===== src/hw/urxfc_pkg.sv =====
// Constants for the receive holding stage and flow control of a UART.
// Assumes one 40 MHz core clock and an 8-bit plain register port.
package urxfc_pkg;

	////////////////////////////////////////////////////////////////////////
	// Sizes
	localparam int URXFC_FIFO_DEPTH = 64; // Receive FIFO entries
	localparam int URXFC_TAG_W = 3; // Error tags per entry
	localparam logic [6:0] URXFC_FIFO_FULL = 7'h40; // Level when full
	localparam int URXFC_ADDR_W = 5; // Register index width

	////////////////////////////////////////////////////////////////////////
	// Register indices
	localparam logic [4:0] URXFC_RX_HOLDING = 5'h00;
	localparam logic [4:0] URXFC_INT_ENABLE = 5'h01;
	localparam logic [4:0] URXFC_INT_STATUS = 5'h02;
	localparam logic [4:0] URXFC_FIFO_CTRL = 5'h03;
	localparam logic [4:0] URXFC_LINE_CTRL = 5'h04;
	localparam logic [4:0] URXFC_MODEM_CTRL = 5'h05;
	localparam logic [4:0] URXFC_LINE_STATUS = 5'h06;
	localparam logic [4:0] URXFC_ENH_FEATURE = 5'h07;
	localparam logic [4:0] URXFC_FEATURE_CTRL = 5'h08;
	localparam logic [4:0] URXFC_EXT_MODE = 5'h09;
	localparam logic [4:0] URXFC_RESUME_FIRST = 5'h0A;
	localparam logic [4:0] URXFC_RESUME_SECOND = 5'h0B;
	localparam logic [4:0] URXFC_PAUSE_FIRST = 5'h0C;
	localparam logic [4:0] URXFC_PAUSE_SECOND = 5'h0D;
	localparam logic [4:0] URXFC_RX_LEVEL = 5'h0E;
	localparam logic [4:0] URXFC_TRIG_D = 5'h0F;
	localparam logic [4:0] URXFC_HYST_D = 5'h10;

	////////////////////////////////////////////////////////////////////////
	// Field positions
	localparam int URXFC_EFR_CTS = 7; // Auto CTS enable
	localparam int URXFC_EFR_RTS = 6; // Auto RTS enable
	localparam int URXFC_EFR_SPECIAL = 5; // Special character detect
	localparam int URXFC_EFR_UNLOCK = 4; // Enhanced function unlock
	localparam int URXFC_EFR_TXSW = 2; // Transmit flow chars, 2 bits
	localparam int URXFC_EFR_RXSW = 0; // Receive compare mode, 2 bits
	localparam int URXFC_IER_CTS = 7;
	localparam int URXFC_IER_RTS = 6;
	localparam int URXFC_IER_XOFF = 5;
	localparam int URXFC_IER_RXRDY = 0;
	localparam int URXFC_MCR_RTS = 1;
	localparam int URXFC_FEATURE_CTRL_REG_RS485 = 3;
	localparam int URXFC_EXT_MODE_SELECT_REG_INVERT = 3;
	localparam int URXFC_ISR_SPECIAL = 4;
	localparam int URXFC_ISR_MODEM = 5;
	localparam int URXFC_LSR_TAG = 2; // Lowest tag bit
	localparam int URXFC_FCR_TABLE = 4; // Table select, 2 bits
	localparam int URXFC_FCR_TRIG = 6; // Level select, 2 bits

	////////////////////////////////////////////////////////////////////////
	// Reset values and timing
	localparam logic [7:0] URXFC_REG_RST = 8'h00;
	localparam logic [7:0] URXFC_CHAR_RST = 8'h00;
	// Two 5-bit characters with their start and stop bits, in bit times
	localparam logic [4:0] URXFC_TWO_CHAR_BASE = 5'h0E;

	// Fixed trigger tables; index 0 is table A, level 0 the lowest.
	// Packed patterns fill the top index first, so C is listed first.
	localparam logic [2:0][3:0][6:0] URXFC_TRIG_TBL = '{
		'{7'h38, 7'h20, 7'h10, 7'h08},
		'{7'h1C, 7'h18, 7'h10, 7'h08},
		'{7'h20, 7'h10, 7'h08, 7'h04}};

	// Flow character sender states
	typedef enum logic [2:0] {
		URXFC_SEND_IDLE = 3'b001,
		URXFC_SEND_FIRST = 3'b010,
		URXFC_SEND_SECOND = 3'b100
	} urxfc_send_e;

endpackage : urxfc_pkg


===== src/hw/urxfc_top.sv =====
// Receive holding FIFO, hardware and software flow control, special
// character detect and half-duplex direction control of one UART channel.
// Assumes receiver, transmitter and bit-rate enable share core_clk.
//
// Notes on behaviour
// - Receive FIFO: 64 entries, byte plus 3 tags
// - Holding read pops; status shows next tags
// - Auto RTS needs feature bit and RTS
// - RTS low-to-high sets modem status flag
// - Interrupt at trigger; RTS off at upper
// - RTS back on at lower limit
// - Tables A-C: neighbour levels are limits
// - Feature bit enables auto CTS halt
// - CTS deassert sets modem status flag
// - CTS halt after current character ends
// - Pause match halts transmit after character
// - Pause match sets flag, raises interrupt
// - Resume match restarts transmit, clears flag
// - Reset zeroes all four flow characters
// - Double mode needs two matching characters
// - Flow chars skip the FIFO except a broken pair's first and the special char
// - Send pause two characters after crossing
// - Send resume at lower limit, table D below
// - Special character stored and flagged
// - Compare only selected word length bits
// - Half-duplex: RTS high when transmit idle
// - Direction output polarity inverts on bit
//
// The address map and strobed register access were chosen for this implementation.
`timescale 1ns/1ps
`default_nettype none

module urxfc_top
(
	input wire logic core_clk,
	input wire logic nrst,
	input wire logic [4:0] regAddr,
	input wire logic [7:0] regWrData,
	input wire logic regWr,
	input wire logic regRd,
	output logic [7:0] regRdData,
	input wire logic rxCharValid,
	input wire logic [7:0] rxChar,
	input wire logic [2:0] rxErrTags,
	input wire logic bitTick,
	input wire logic txActive,
	input wire logic ctsPinN,
	output logic rtsPinN,
	output logic txHalt,
	output logic flowReq,
	output logic [7:0] flowChar,
	input wire logic flowAck,
	output logic intPending
);

	////////////////////////////////////////////////////////////////////////
	// State
	typedef struct packed {
		logic [63:0][10:0] mem; // FIFO entries, tags on top
		logic [5:0] wrPtr;
		logic [5:0] rdPtr;
		logic [6:0] count; // Entries held
		logic [7:0] int_enable_reg;
		logic [7:0] fifo_ctrl_reg;
		logic [7:0] line_ctrl_reg;
		logic [7:0] modem_ctrl_reg;
		logic [7:0] enhanced_feature_reg;
		logic [7:0] feature_ctrl_reg;
		logic [7:0] ext_mode_select_reg;
		logic [7:0] trigD;
		logic [7:0] hystD;
		logic [3:0][7:0] chars; // Resume 1, 2, pause 1, 2
		logic [7:0] rdData;
		logic overrun;
		logic isrSpecial; // Pause or special character seen
		logic isrModem; // RTS or CTS event
		logic ctsMeta;
		logic ctsSync;
		logic ctsPrev;
		logic rtsOff; // Auto RTS holding remote off
		logic rtsPin;
		logic halt;
		logic suspended; // Pause received
		logic waitOff; // First pause char held
		logic waitOn; // First resume char held
		logic [10:0] held;
		logic replayValid;
		logic [10:0] replay;
		logic prevAbove;
		logic xoffArmed;
		logic [4:0] xoffDelay;
		logic xoffSent;
		logic sendOff; // Sender carries pause chars
		urxfc_pkg::urxfc_send_e send;
		logic [7:0] flowOut;
	} urxfc_state_s;

	urxfc_state_s s_reg;
	urxfc_state_s s_next;

	// Decoded view shared by logic and checks
	logic inValid;
	logic [10:0] inWord;
	logic [6:0] trigLvl;
	logic [6:0] upLvl;
	logic [6:0] loLvl;
	logic autoRts;
	logic popNow;
	logic isOff1;
	logic isOff2;
	logic isOn1;
	logic isOn2;
	logic isSpecial;

	////////////////////////////////////////////////////////////////////////
	// Masked compare over the selected word length
	function automatic logic charMatch(input logic [7:0] a,
		input logic [7:0] b, input logic [1:0] wl);
		logic [7:0] mask;
		mask = 8'hFF >> (2'd3 - wl);
		charMatch = ((a ^ b) & mask) == 8'h00;
	endfunction : charMatch

	////////////////////////////////////////////////////////////////////////
	// Decodes of incoming character and thresholds
	assign inValid = s_reg.replayValid || rxCharValid;
	assign inWord = s_reg.replayValid ? s_reg.replay : {rxErrTags, rxChar};
	assign isOff1 = charMatch(inWord[7:0], s_reg.chars[2], s_reg.line_ctrl_reg[1:0]);
	assign isOff2 = charMatch(inWord[7:0], s_reg.chars[3], s_reg.line_ctrl_reg[1:0]);
	assign isOn1 = charMatch(inWord[7:0], s_reg.chars[0], s_reg.line_ctrl_reg[1:0]);
	assign isOn2 = charMatch(inWord[7:0], s_reg.chars[1], s_reg.line_ctrl_reg[1:0]);
	assign isSpecial = s_reg.enhanced_feature_reg[urxfc_pkg::URXFC_EFR_SPECIAL] && isOff2;
	assign autoRts = s_reg.enhanced_feature_reg[urxfc_pkg::URXFC_EFR_RTS] &&
		s_reg.modem_ctrl_reg[urxfc_pkg::URXFC_MCR_RTS];
	assign popNow = regRd && regAddr == urxfc_pkg::URXFC_RX_HOLDING &&
		s_reg.count != 7'h00;

	// Trigger and hysteresis limits of the selected table
	always_comb
	begin
		logic [1:0] tbl;
		logic [1:0] lvl;
		logic [7:0] sum;
		tbl = s_reg.fifo_ctrl_reg[urxfc_pkg::URXFC_FCR_TABLE +: 2];
		lvl = s_reg.fifo_ctrl_reg[urxfc_pkg::URXFC_FCR_TRIG +: 2];
		sum = 8'h00;
		if (tbl == 2'd3)
		begin
			// Table D: programmed level plus and minus hysteresis
			trigLvl = s_reg.trigD[6:0];
			sum = {1'b0, s_reg.trigD[6:0]} + s_reg.hystD;
			upLvl = (sum > 8'h40) ? urxfc_pkg::URXFC_FIFO_FULL : sum[6:0];
			loLvl = (s_reg.trigD > s_reg.hystD) ?
				7'(s_reg.trigD - s_reg.hystD) : 7'h00;
		end
		else
		begin
			// Tables A-C: neighbouring levels are the limits
			trigLvl = urxfc_pkg::URXFC_TRIG_TBL[tbl][lvl];
			upLvl = (lvl == 2'd3) ? urxfc_pkg::URXFC_FIFO_FULL :
				urxfc_pkg::URXFC_TRIG_TBL[tbl][lvl + 2'd1];
			loLvl = (lvl == 2'd0) ? 7'h00 :
				urxfc_pkg::URXFC_TRIG_TBL[tbl][lvl - 2'd1];
		end
	end

	////////////////////////////////////////////////////////////////////////
	// Next-state logic
	always_comb
	begin
		logic push;
		logic pushOk;
		logic doOff;
		logic doOn;
		logic [10:0] pushWord;
		logic above;
		logic [1:0] txMode;
		logic xonCond;
		s_next = s_reg;
		push = 1'b0;
		pushOk = 1'b0;
		doOff = 1'b0;
		doOn = 1'b0;
		pushWord = inWord;
		above = s_reg.count >= trigLvl;
		txMode = s_reg.enhanced_feature_reg[urxfc_pkg::URXFC_EFR_TXSW +: 2];
		// Table D resumes strictly below, tables A-C at the lower level
		xonCond = (s_reg.fifo_ctrl_reg[urxfc_pkg::URXFC_FCR_TABLE +: 2] == 2'd3) ?
			(s_reg.count < loLvl) : (s_reg.count <= loLvl);

		// CTS pin synchroniser
		s_next.ctsMeta = ctsPinN;
		s_next.ctsSync = s_reg.ctsMeta;
		s_next.ctsPrev = s_reg.ctsSync;

		// Register writes
		if (regWr)
		begin
			unique case (regAddr)
				urxfc_pkg::URXFC_INT_ENABLE: s_next.int_enable_reg = regWrData;
				urxfc_pkg::URXFC_FIFO_CTRL: s_next.fifo_ctrl_reg = regWrData;
				urxfc_pkg::URXFC_LINE_CTRL: s_next.line_ctrl_reg = regWrData;
				urxfc_pkg::URXFC_MODEM_CTRL: s_next.modem_ctrl_reg = regWrData;
				urxfc_pkg::URXFC_ENH_FEATURE: s_next.enhanced_feature_reg = regWrData;
				urxfc_pkg::URXFC_FEATURE_CTRL: s_next.feature_ctrl_reg = regWrData;
				urxfc_pkg::URXFC_EXT_MODE: s_next.ext_mode_select_reg = regWrData;
				urxfc_pkg::URXFC_RESUME_FIRST: s_next.chars[0] = regWrData;
				urxfc_pkg::URXFC_RESUME_SECOND: s_next.chars[1] = regWrData;
				urxfc_pkg::URXFC_PAUSE_FIRST: s_next.chars[2] = regWrData;
				urxfc_pkg::URXFC_PAUSE_SECOND: s_next.chars[3] = regWrData;
				urxfc_pkg::URXFC_TRIG_D: s_next.trigD = regWrData;
				urxfc_pkg::URXFC_HYST_D: s_next.hystD = regWrData;
				default: ; // Read-only or unmapped: ignored
			endcase
		end

		// Register reads; data stands in the following cycle
		s_next.rdData = 8'h00;
		if (regRd)
		begin
			unique case (regAddr)
				urxfc_pkg::URXFC_RX_HOLDING:
					s_next.rdData = popNow ?
						s_reg.mem[s_reg.rdPtr][7:0] : 8'h00;
				urxfc_pkg::URXFC_INT_STATUS:
				begin
					s_next.rdData = {2'b00, s_reg.isrModem, s_reg.isrSpecial,
						3'b000, ~intPending};
					s_next.isrModem = 1'b0;
					s_next.isrSpecial = 1'b0;
				end
				urxfc_pkg::URXFC_LINE_STATUS:
				begin
					// Tags of the character now at the head
					s_next.rdData = {3'b000, (s_reg.count != 7'h00) ?
						s_reg.mem[s_reg.rdPtr][10:8] : 3'b000,
						s_reg.overrun, s_reg.count != 7'h00};
					s_next.overrun = 1'b0;
				end
				urxfc_pkg::URXFC_RX_LEVEL: s_next.rdData = {1'b0, s_reg.count};
				urxfc_pkg::URXFC_INT_ENABLE: s_next.rdData = s_reg.int_enable_reg;
				urxfc_pkg::URXFC_FIFO_CTRL: s_next.rdData = s_reg.fifo_ctrl_reg;
				urxfc_pkg::URXFC_LINE_CTRL: s_next.rdData = s_reg.line_ctrl_reg;
				urxfc_pkg::URXFC_MODEM_CTRL: s_next.rdData = s_reg.modem_ctrl_reg;
				urxfc_pkg::URXFC_ENH_FEATURE: s_next.rdData = s_reg.enhanced_feature_reg;
				urxfc_pkg::URXFC_FEATURE_CTRL: s_next.rdData = s_reg.feature_ctrl_reg;
				urxfc_pkg::URXFC_EXT_MODE: s_next.rdData = s_reg.ext_mode_select_reg;
				urxfc_pkg::URXFC_RESUME_FIRST: s_next.rdData = s_reg.chars[0];
				urxfc_pkg::URXFC_RESUME_SECOND: s_next.rdData = s_reg.chars[1];
				urxfc_pkg::URXFC_PAUSE_FIRST: s_next.rdData = s_reg.chars[2];
				urxfc_pkg::URXFC_PAUSE_SECOND: s_next.rdData = s_reg.chars[3];
				urxfc_pkg::URXFC_TRIG_D: s_next.rdData = s_reg.trigD;
				urxfc_pkg::URXFC_HYST_D: s_next.rdData = s_reg.hystD;
				default: s_next.rdData = 8'h00; // Unmapped reads zero
			endcase
		end

		// Receive character sorting
		s_next.replayValid = 1'b0;
		if (inValid)
		begin
			if (isSpecial)
			begin
				// Special character goes to the FIFO and is flagged
				push = 1'b1;
				s_next.isrSpecial = 1'b1;
			end
			else if (s_reg.waitOff || s_reg.waitOn)
			begin
				// Second of a pair; no match releases the held one
				s_next.waitOff = 1'b0;
				s_next.waitOn = 1'b0;
				if (s_reg.waitOff && isOff2)
					doOff = 1'b1;
				else if (s_reg.waitOn && isOn2)
					doOn = 1'b1;
				else
				begin
					push = 1'b1;
					pushWord = s_reg.held;
					s_next.replayValid = 1'b1;
					s_next.replay = inWord;
				end
			end
			else
			begin
				unique case (s_reg.enhanced_feature_reg[urxfc_pkg::URXFC_EFR_RXSW +: 2])
					2'd1:
					begin
						doOff = isOff1;
						doOn = isOn1 && !isOff1;
						push = !isOff1 && !isOn1;
					end
					2'd2:
					begin
						doOff = isOff2;
						doOn = isOn2 && !isOff2;
						push = !isOff2 && !isOn2;
					end
					2'd3:
					begin
						// Hold the first of a possible pair back
						s_next.waitOff = isOff1;
						s_next.waitOn = isOn1 && !isOff1;
						s_next.held = inWord;
						push = !isOff1 && !isOn1;
					end
					2'd0: push = 1'b1;
				endcase
			end
		end

		// Pause and resume of the local transmitter
		if (doOff)
		begin
			s_next.suspended = 1'b1;
			if (s_reg.int_enable_reg[urxfc_pkg::URXFC_IER_XOFF])
				s_next.isrSpecial = 1'b1;
		end
		if (doOn)
		begin
			s_next.suspended = 1'b0;
			s_next.isrSpecial = 1'b0;
		end

		// FIFO write, overrun when full, and host pop
		if (push)
		begin
			if (s_reg.count == urxfc_pkg::URXFC_FIFO_FULL)
				s_next.overrun = 1'b1;
			else
			begin
				pushOk = 1'b1;
				s_next.mem[s_reg.wrPtr] = pushWord;
				s_next.wrPtr = s_reg.wrPtr + 6'd1;
			end
		end
		if (popNow)
			s_next.rdPtr = s_reg.rdPtr + 6'd1;
		s_next.count = s_reg.count + {6'd0, pushOk} - {6'd0, popNow};

		// Auto RTS with hysteresis; FIFO keeps filling regardless
		if (!autoRts)
			s_next.rtsOff = 1'b0;
		else if (s_reg.count >= upLvl)
			s_next.rtsOff = 1'b1;
		else if (s_reg.count <= loLvl)
			s_next.rtsOff = 1'b0;

		// RTS pin: half-duplex direction wins over flow control
		if (s_reg.feature_ctrl_reg[urxfc_pkg::URXFC_FEATURE_CTRL_REG_RS485])
			s_next.rtsPin = !txActive ^
				s_reg.ext_mode_select_reg[urxfc_pkg::URXFC_EXT_MODE_SELECT_REG_INVERT];
		else if (autoRts)
			s_next.rtsPin = s_next.rtsOff;
		else
			s_next.rtsPin = !s_reg.modem_ctrl_reg[urxfc_pkg::URXFC_MCR_RTS];

		// Modem events: RTS rising, CTS deasserting
		if (!s_reg.rtsPin && s_next.rtsPin &&
			s_reg.int_enable_reg[urxfc_pkg::URXFC_IER_RTS] &&
			s_reg.enhanced_feature_reg[urxfc_pkg::URXFC_EFR_UNLOCK])
			s_next.isrModem = 1'b1;
		if (s_reg.ctsSync && !s_reg.ctsPrev &&
			s_reg.int_enable_reg[urxfc_pkg::URXFC_IER_CTS] &&
			s_reg.enhanced_feature_reg[urxfc_pkg::URXFC_EFR_UNLOCK])
			s_next.isrModem = 1'b1;

		// Transmitter holds off between characters while high
		s_next.halt = (s_reg.enhanced_feature_reg[urxfc_pkg::URXFC_EFR_CTS] &&
			s_reg.ctsSync) || s_next.suspended;

		// Pause sending: arm on upward crossing, wait two characters
		s_next.prevAbove = above;
		if (txMode == 2'd0)
		begin
			s_next.xoffArmed = 1'b0;
			s_next.xoffSent = 1'b0;
		end
		else if (above && !s_reg.prevAbove && !s_reg.xoffSent &&
			!s_reg.xoffArmed)
		begin
			s_next.xoffArmed = 1'b1;
			s_next.xoffDelay = urxfc_pkg::URXFC_TWO_CHAR_BASE +
				{2'b00, s_reg.line_ctrl_reg[1:0], 1'b0};
		end
		else if (s_reg.xoffArmed && bitTick && s_reg.xoffDelay != 5'd0)
			s_next.xoffDelay = s_reg.xoffDelay - 5'd1;

		// Flow character sender
		unique case (s_reg.send)
			urxfc_pkg::URXFC_SEND_IDLE:
			begin
				if (s_reg.xoffArmed && s_reg.xoffDelay == 5'd0)
				begin
					s_next.xoffArmed = 1'b0;
					s_next.xoffSent = 1'b1;
					s_next.sendOff = 1'b1;
					s_next.send = (txMode == 2'd2) ?
						urxfc_pkg::URXFC_SEND_SECOND :
						urxfc_pkg::URXFC_SEND_FIRST;
					s_next.flowOut = (txMode == 2'd2) ?
						s_reg.chars[3] : s_reg.chars[2];
				end
				else if (s_reg.xoffSent && !s_reg.xoffArmed && xonCond &&
					txMode != 2'd0)
				begin
					s_next.xoffSent = 1'b0;
					s_next.sendOff = 1'b0;
					s_next.send = (txMode == 2'd2) ?
						urxfc_pkg::URXFC_SEND_SECOND :
						urxfc_pkg::URXFC_SEND_FIRST;
					s_next.flowOut = (txMode == 2'd2) ?
						s_reg.chars[1] : s_reg.chars[0];
				end
			end
			urxfc_pkg::URXFC_SEND_FIRST:
			begin
				if (flowAck)
				begin
					s_next.send = (txMode == 2'd3) ?
						urxfc_pkg::URXFC_SEND_SECOND :
						urxfc_pkg::URXFC_SEND_IDLE;
					s_next.flowOut = s_reg.sendOff ?
						s_reg.chars[3] : s_reg.chars[1];
				end
			end
			urxfc_pkg::URXFC_SEND_SECOND:
			begin
				if (flowAck)
					s_next.send = urxfc_pkg::URXFC_SEND_IDLE;
			end
			default: s_next.send = urxfc_pkg::URXFC_SEND_IDLE;
		endcase
	end

	////////////////////////////////////////////////////////////////////////
	// State register
	always_ff @(posedge core_clk or negedge nrst)
	begin
		if (!nrst)
		begin
			s_reg <= '0;
			s_reg.chars <= {4{urxfc_pkg::URXFC_CHAR_RST}};
			s_reg.int_enable_reg <= urxfc_pkg::URXFC_REG_RST;
			s_reg.rtsPin <= 1'b1;
			s_reg.ctsMeta <= 1'b1;
			s_reg.ctsSync <= 1'b1;
			s_reg.ctsPrev <= 1'b1;
			s_reg.send <= urxfc_pkg::URXFC_SEND_IDLE;
		end
		else
			s_reg <= s_next;
	end

	////////////////////////////////////////////////////////////////////////
	// Outputs
	assign regRdData = s_reg.rdData;
	assign rtsPinN = s_reg.rtsPin;
	assign txHalt = s_reg.halt;
	assign flowChar = s_reg.flowOut;
	assign flowReq = s_reg.send != urxfc_pkg::URXFC_SEND_IDLE;
	assign intPending = s_reg.isrSpecial || s_reg.isrModem ||
		(s_reg.int_enable_reg[urxfc_pkg::URXFC_IER_RXRDY] &&
		s_reg.count >= trigLvl && s_reg.count != 7'h00);

	////////////////////////////////////////////////////////////////////////
	// Checks
	holdPop_a:
	assert property (@(posedge core_clk) disable iff (!nrst)
		popNow && !inValid |=> s_reg.count == $past(s_reg.count) - 7'd1)
	else $error("holding read did not pop one entry");

	lsrTags_a:
	assert property (@(posedge core_clk) disable iff (!nrst)
		regRd && regAddr == urxfc_pkg::URXFC_LINE_STATUS &&
		s_reg.count != 7'h00
		|=> regRdData[4:2] == $past(s_reg.mem[s_reg.rdPtr][10:8]))
	else $error("line status tags differ from head entry");

	ctsHalt_a:
	assert property (@(posedge core_clk) disable iff (!nrst)
		s_reg.enhanced_feature_reg[urxfc_pkg::URXFC_EFR_CTS] && s_reg.ctsSync |=> txHalt)
	else $error("CTS deasserted but transmitter not halted");

	rtsUpper_a:
	assert property (@(posedge core_clk) disable iff (!nrst)
		autoRts && !s_reg.feature_ctrl_reg[urxfc_pkg::URXFC_FEATURE_CTRL_REG_RS485] &&
		s_reg.count >= upLvl |=> ##1 rtsPinN)
	else $error("RTS not off at upper limit");

	rtsLower_a:
	assert property (@(posedge core_clk) disable iff (!nrst)
		autoRts && !s_reg.feature_ctrl_reg[urxfc_pkg::URXFC_FEATURE_CTRL_REG_RS485] &&
		s_reg.count <= loLvl && s_reg.count < upLvl
		|=> !s_reg.rtsOff)
	else $error("RTS not back on at lower limit");

	dirCtrl_a:
	assert property (@(posedge core_clk) disable iff (!nrst)
		s_reg.feature_ctrl_reg[urxfc_pkg::URXFC_FEATURE_CTRL_REG_RS485] && !regWr
		|=> rtsPinN == ($past(!txActive) ^
		s_reg.ext_mode_select_reg[urxfc_pkg::URXFC_EXT_MODE_SELECT_REG_INVERT]))
	else $error("direction output wrong");

	pauseStop_a:
	assert property (@(posedge core_clk) disable iff (!nrst)
		inValid && !isSpecial && !s_reg.waitOff && !s_reg.waitOn &&
		s_reg.enhanced_feature_reg[1:0] == 2'd1 && isOff1 && !popNow
		|=> txHalt && s_reg.count == $past(s_reg.count))
	else $error("pause char stored or transmit not halted");

	specialKeep_a:
	assert property (@(posedge core_clk) disable iff (!nrst)
		inValid && isSpecial && !popNow &&
		s_reg.count != urxfc_pkg::URXFC_FIFO_FULL
		|=> s_reg.count == $past(s_reg.count) + 7'd1 && s_reg.isrSpecial)
	else $error("special char not stored and flagged");

	resumeGo_a:
	assert property (@(posedge core_clk) disable iff (!nrst)
		inValid && !isSpecial && s_reg.waitOn && isOn2 &&
		!s_reg.enhanced_feature_reg[urxfc_pkg::URXFC_EFR_CTS]
		|=> !txHalt && !s_reg.isrSpecial)
	else $error("resume pair did not restart transmit");

endmodule : urxfc_top

`default_nettype wire


===== config.mk =====
export PLATFORM = sky130hd
export DESIGN_NAME = urxfc_top
export DESIGN_NICKNAME = d
export VERILOG_FILES = /design/src/hw/urxfc_pkg.sv /design/src/hw/urxfc_top.sv
export SDC_FILE = /design/constraint.sdc
export NUM_CORES = 2
export LEC_CHECK = 0
export ABC_CLOCK_PERIOD_IN_PS = 5620
export BUFFER_PORTS_ARGS = -buffer_cell sky130_fd_sc_hd__buf_2
export CORE_ASPECT_RATIO = 0.5
export CORE_MARGIN = 2
export CORE_UTILIZATION = 45
export DETAILED_ROUTE_END_ITERATION = 10
export PLACE_DENSITY = 0.57
export REMOVE_ABC_BUFFERS = 1
export SKIP_CTS_REPAIR_TIMING = 1
export SLEW_MARGIN = 20
export SYNTH_ARGS = -nofsm -noshare
export SYNTH_HDL_FRONTEND = slang
export SYNTH_SLANG_ARGS = --single-unit

===== constraint.sdc =====
create_clock -name core_clk -period 5.62 [get_ports core_clk]
set_input_delay 1.124 -clock core_clk [delete_from_list [all_inputs] [get_ports core_clk]]
set_output_delay 1.124 -clock core_clk [all_outputs]
set_load 0.02 [all_outputs]

==> results.rst <==
.. list-table::
   :header-rows: 1

   * - Metric
     - Value
   * - Portion of netlist area occupied by mux cells
     - 34.1%
   * - Detailed-route wire length per cell
     - 26.7 um
   * - Number of synthesized register bits
     - 890
   * - Clock transition at the registers of the reported paths
     - 0.07 ns
   * - Min Clock Period, post-route
     - 5.08 ns
   * - Clock network latency to the later pin of the worst-skew pair
     - 0.67 ns
   * - Via total after detailed routing
     - 26,000
   * - Nets
     - 3,103
   * - Area of the mapped netlist
     - 43,800 um^2
   * - Worst-case setup slack after placement
     - 0.484 ns
   * - Number of nets with antenna violations after detailed routing
     - 0
   * - Total leakage power
     - 0.0220 uW
   * - Total net switching power
     - 6790 uW
   * - Total clock sinks
     - 890
   * - Worst setup slack after layout
     - 0.544 ns
   * - Crit path launch type
     - flip-flop
   * - Worst reg2reg endpoint
     - flowChar[2]$_DFFE_PN0P_
   * - Arrival time worst endpoint
     - 5.63 ns
   * - CP Depth
     - 21
   * - Setup repair after global routing missed its margin
     - no
   * - Reg2Reg Setup Slack
     - 0.54 ns
   * - Starting density of the core
     - 45.6%
   * - Max reg flops
     - 870
   * - Number of setup violations in the final report
     - 0
   * - Via density per instance
     - 5.99
   * - Critical path data required time
     - 6.17 ns
   * - Hold-critical path depth
     - 0
   * - Register area share after synthesis
     - 50.9%
   * - Core region area
     - 95,900 um^2
   * - Horiz. Die Dim
     - 445 um
   * - Highest cell delay on the worst timing path
     - 0.45 ns
   * - Number of slew-limit violations in the final report
     - 0
   * - CP max FO
     - 8
   * - Adder and majority gate portion of the synthesized area
     - 1.88%
   * - Dominant combinational cell family by area after synthesis
     - multiplexers
   * - CP bufs+invs
     - 3
   * - Number of maximum-capacitance violations
     - 0
   * - Min-delay worst type
     - reg -> reg
   * - Synth async-reset ratio
     - 100%
   * - Endpoint class of the critical path
     - flip-flop
   * - Fraction of final layout cells with drive strength greater than 1
     - 35.5%
   * - Max Freq
     - 197 MHz
   * - Critical-path top delay cell
     - sky130_fd_sc_hd__dfrtp_1
   * - EDFF count, synth
     - 0
   * - Top cell family by delay on the critical path
     - compound AO/OA/AOI/OAI gates
   * - Number of unique standard cell types used by synthesis
     - 80
   * - Hold violation count in the final report
     - 0
   * - Fraction of power consumed by the clock network
     - 27.5%
   * - Post-Synthesis Cells
     - 3,047
   * - Number of port buffers
     - 52
   * - Relative slew slack
     - 23.6%
   * - Result of the run
     - finished, final reports clean
   * - Buffers from clock root to sink, at most
     - 3
   * - Startpoint of the most critical hold path
     - s_next[50]$_DFF_PN1_
   * - Global placement routability congestion
     - 0.907
   * - Sequential Power Share
     - 42.8%
   * - Ys flop type
     - sky130_fd_sc_hd__dfrtp_1
   * - P&R area growth vs syn
     - 9.48%
   * - Congestion Overflow GR
     - 0
   * - Sink of the worst hold path
     - s_next[49]$_DFF_PN1_
   * - Die outline area
     - 99,900 um^2
   * - CP Cell Sequence
     - inv_1 > ha_1 > inv_1 > fa_1 > a21o_1 > a21oi_1 > o21bai_1 > a21oi_1 > nor2b_1 > o21a_1 > o22a_1 > a31oi_1 > ha_1 > a21o_1 > a21o_1 > a211oi_1 > buf_4 > o21ai_0 > a21oi_1 > a21o_1 > mux2_2
   * - Most repeated library cell on the critical path
     - sky130_fd_sc_hd__a21o_1
   * - Global-route wire length before repair
     - 176 mm
   * - Classification of the worst setup path
     - reg -> reg
   * - Worst vdd ir
     - 0.237 mV
   * - Synth Area in Compound Gates
     - 4.06%
   * - Largest net degree at the start of global routing
     - 115
   * - Number of top-level design ports
     - 53
   * - Overall power after layout
     - 21,500 uW
   * - DRC viols
     - 0
   * - Detailed Route WL
     - 116 mm
   * - Reg2reg path depth
     - 21
   * - DP HPWL
     - 76.2 mm
   * - Initial detailed-routing violation count
     - 1,958
   * - Power Density
     - 449 nW/um^2
   * - Number of global-route vias before repair
     - 26,300
   * - Switching part of the total power
     - 31.6%
   * - Yosys warnings
     - 0
   * - P_int
     - 14,700 uW
   * - Share of power burned in combinational logic
     - 29.7%
   * - Simple-gate share of the synthesized area
     - 4.11%
   * - Height of the die
     - 225 um
   * - Library cell used as clock root buffer
     - sky130_fd_sc_hd__clkbuf_16
   * - Antenna violations before repair
     - 5
   * - Final period util
     - 90.3%
   * - TritonCTS clock tree
     - yes
   * - Row cnt
     - 80
   * - Share of the synthesized netlist area taken by xor and xnor gates
     - 1.14%
   * - H-tree depth
     - 3
   * - Slew @ Worst Pin
     - 1.15 ns
   * - Number of buffers added by the clock tree synthesis step
     - 83
   * - Drt first pass iters
     - 6
   * - GR Util All Layers
     - 23.5%
   * - Worst Skew
     - 0.0264 ns
   * - Average cell area after synthesis
     - 14.4 um^2
   * - Worst reg2reg startpoint
     - s_reg[103]$_DFFE_PN0P_
worst register-to-register path: cells and delay by family, from the launching register on:
family	cells	cell delay (ns)
AOI/OAI and AO/OA	13	2.91
adders and majority gates	3	0.81
muxes	1	0.38
DFF	1	0.45
buffers and inverters	3	0.35
and+or+nand+nor	1	0.08
power groups by stage:
stage / clock, uW / sequential [uW] / combinational [uW]
2_1_floorplan: 0 / 9120 / 4290
3_3_place_gp: 0 / 9230 / 6290
3_5_place_dp: 0 / 9300 / 6420
4_1_cts: 6050 / 9180 / 6440
5_1_grt: 6320 / 9390 / 6870
6_report: 5910 / 9200 / 6390
cells by family (layout without fill, tap and decap cells):
logic type | Yosys count | after routing
compound gates | 242 | 242
simple gates | 382 | 382
xor+xnor | 57 | 57
other cells | 0 | 2
flops | 890 | 890
mux | 1094 | 1094
buf+inv | 318 | 340
fa+ha+maj | 64 | 64
cell type report:
class / instances / area (um^2)
fillers: 8212 / 48000
flip-flops and latches: 890 / 22300
multi-input cells: 1839 / 19900
clock buffers: 125 / 2510
well taps: 1271 / 1590
repair buffers: 138 / 1090
clock inverters: 23 / 300
inverters: 54 / 203
diodes: 2 / 5.00
cell usage in the layout (no fill, tap or decap), types with 10 or more instances in the layout:
cell                          n
sky130_fd_sc_hd__a211oi_1    10
sky130_fd_sc_hd__a21o_1      16
sky130_fd_sc_hd__a21oi_1     41
sky130_fd_sc_hd__a21oi_4     10
sky130_fd_sc_hd__a221oi_1    13
sky130_fd_sc_hd__a22o_1      11
sky130_fd_sc_hd__a22oi_1     26
sky130_fd_sc_hd__a31oi_1     12
sky130_fd_sc_hd__buf_12      13
sky130_fd_sc_hd__buf_2       51
sky130_fd_sc_hd__buf_4       71
sky130_fd_sc_hd__clkbuf_1    19
sky130_fd_sc_hd__clkbuf_16   87
sky130_fd_sc_hd__clkbuf_8    19
sky130_fd_sc_hd__clkinv_2    14
sky130_fd_sc_hd__dfrtp_1    881
sky130_fd_sc_hd__ha_1        61
sky130_fd_sc_hd__inv_1       53
sky130_fd_sc_hd__mux2_1     288
sky130_fd_sc_hd__mux2_2     538
sky130_fd_sc_hd__mux2i_1     30
sky130_fd_sc_hd__mux4_2     231
sky130_fd_sc_hd__nand2_1    126
sky130_fd_sc_hd__nand2b_1    13
sky130_fd_sc_hd__nand3_1     27
sky130_fd_sc_hd__nand4_1     12
sky130_fd_sc_hd__nor2_1      75
sky130_fd_sc_hd__nor2b_1     10
sky130_fd_sc_hd__nor3_1      75
sky130_fd_sc_hd__o21ai_0     21
sky130_fd_sc_hd__xnor2_1     44
sky130_fd_sc_hd__xor2_1      13
layer usage:
metal  track usage (%)  up-vias  share of wire, %
li1                  -    11200                 -
met4              6.45        0               2.6
met1              35.1    14000                47
met3              3.84      167               4.9
met2              35.6      660                45
met5                 0        -                 0
how the worst max path moves through the flow:
stage	from	endpoint	slack [ns]
finish	s_reg[103]$_DFFE_PN0P_	flowChar[2]$_DFFE_PN0P_	0.54
global route	s_reg[103]$_DFFE_PN0P_	flowChar[0]$_DFFE_PN0P_	0.32
CTS	s_reg[103]$_DFFE_PN0P_	flowChar[0]$_DFFE_PN0P_	0.56
detailed placement	rxChar[6]	s_reg[173]$_DFF_PN0_	0.48
global placement	rxChar[6]	s_reg[173]$_DFF_PN0_	0.43
floorplan	s_reg[174]$_DFFE_PN0P_	regRdData[2]$_DFF_PN0_	-3.20
cells in the mapped netlist, types with 7 or more instances:
cell,n,share of area (%)
sky130_fd_sc_hd__mux4_2,231,12
sky130_fd_sc_hd__a21o_1,16,0.27
sky130_fd_sc_hd__buf_1,23,0.20
sky130_fd_sc_hd__nand4_1,12,0.17
sky130_fd_sc_hd__a22oi_1,26,0.45
sky130_fd_sc_hd__a22o_1,11,0.22
sky130_fd_sc_hd__a31oi_1,12,0.17
sky130_fd_sc_hd__nand2_1,126,1.1
sky130_fd_sc_hd__o21bai_1,7,0.12
sky130_fd_sc_hd__mux2_2,538,14
sky130_fd_sc_hd__mux2_1,288,7.4
sky130_fd_sc_hd__a221oi_1,13,0.26
sky130_fd_sc_hd__inv_1,53,0.45
sky130_fd_sc_hd__nor2_1,75,0.64
sky130_fd_sc_hd__nor2b_1,10,0.14
sky130_fd_sc_hd__o22ai_1,7,0.10
sky130_fd_sc_hd__xnor2_1,44,0.88
sky130_fd_sc_hd__clkbuf_1,119,1.0
sky130_fd_sc_hd__buf_6,36,0.93
sky130_fd_sc_hd__buf_2,47,0.54
sky130_fd_sc_hd__nand2b_1,13,0.19
sky130_fd_sc_hd__ha_1,61,1.7
sky130_fd_sc_hd__a21boi_0,9,0.15
sky130_fd_sc_hd__a21oi_1,41,0.47
sky130_fd_sc_hd__nand3_1,27,0.31
sky130_fd_sc_hd__o21ai_0,21,0.24
sky130_fd_sc_hd__a21oi_2,11,0.22
sky130_fd_sc_hd__buf_4,39,0.67
sky130_fd_sc_hd__nor3_1,75,0.86
sky130_fd_sc_hd__o221ai_1,9,0.18
sky130_fd_sc_hd__a211oi_1,10,0.17
sky130_fd_sc_hd__dfrtp_1,885,51
sky130_fd_sc_hd__xor2_1,13,0.26
sky130_fd_sc_hd__mux2i_1,30,0.69
metrics by stage:
| step | area, um^2 | utilization [%] | TNS, ns | hold WS, ns | cells |
|---|---|---|---|---|---|
| after detailed placement | 45100 | 47.0 | 0 | 0.348 | 4190 |
| after global routing | 47900 | 50.0 | 0 | 0.359 | 4340 |
| after CTS | 47900 | 49.9 | 0 | 0.357 | 4338 |
| after global placement | 45100 | 47.0 | 0 | 0.351 | 4190 |
| after floorplan | 42300 | - | -266.83 | 0.345 | 2783 |
| final | 47900 | 50.0 | 0 | 0.357 | 4342 |
(Power assumes the default switching activity.)
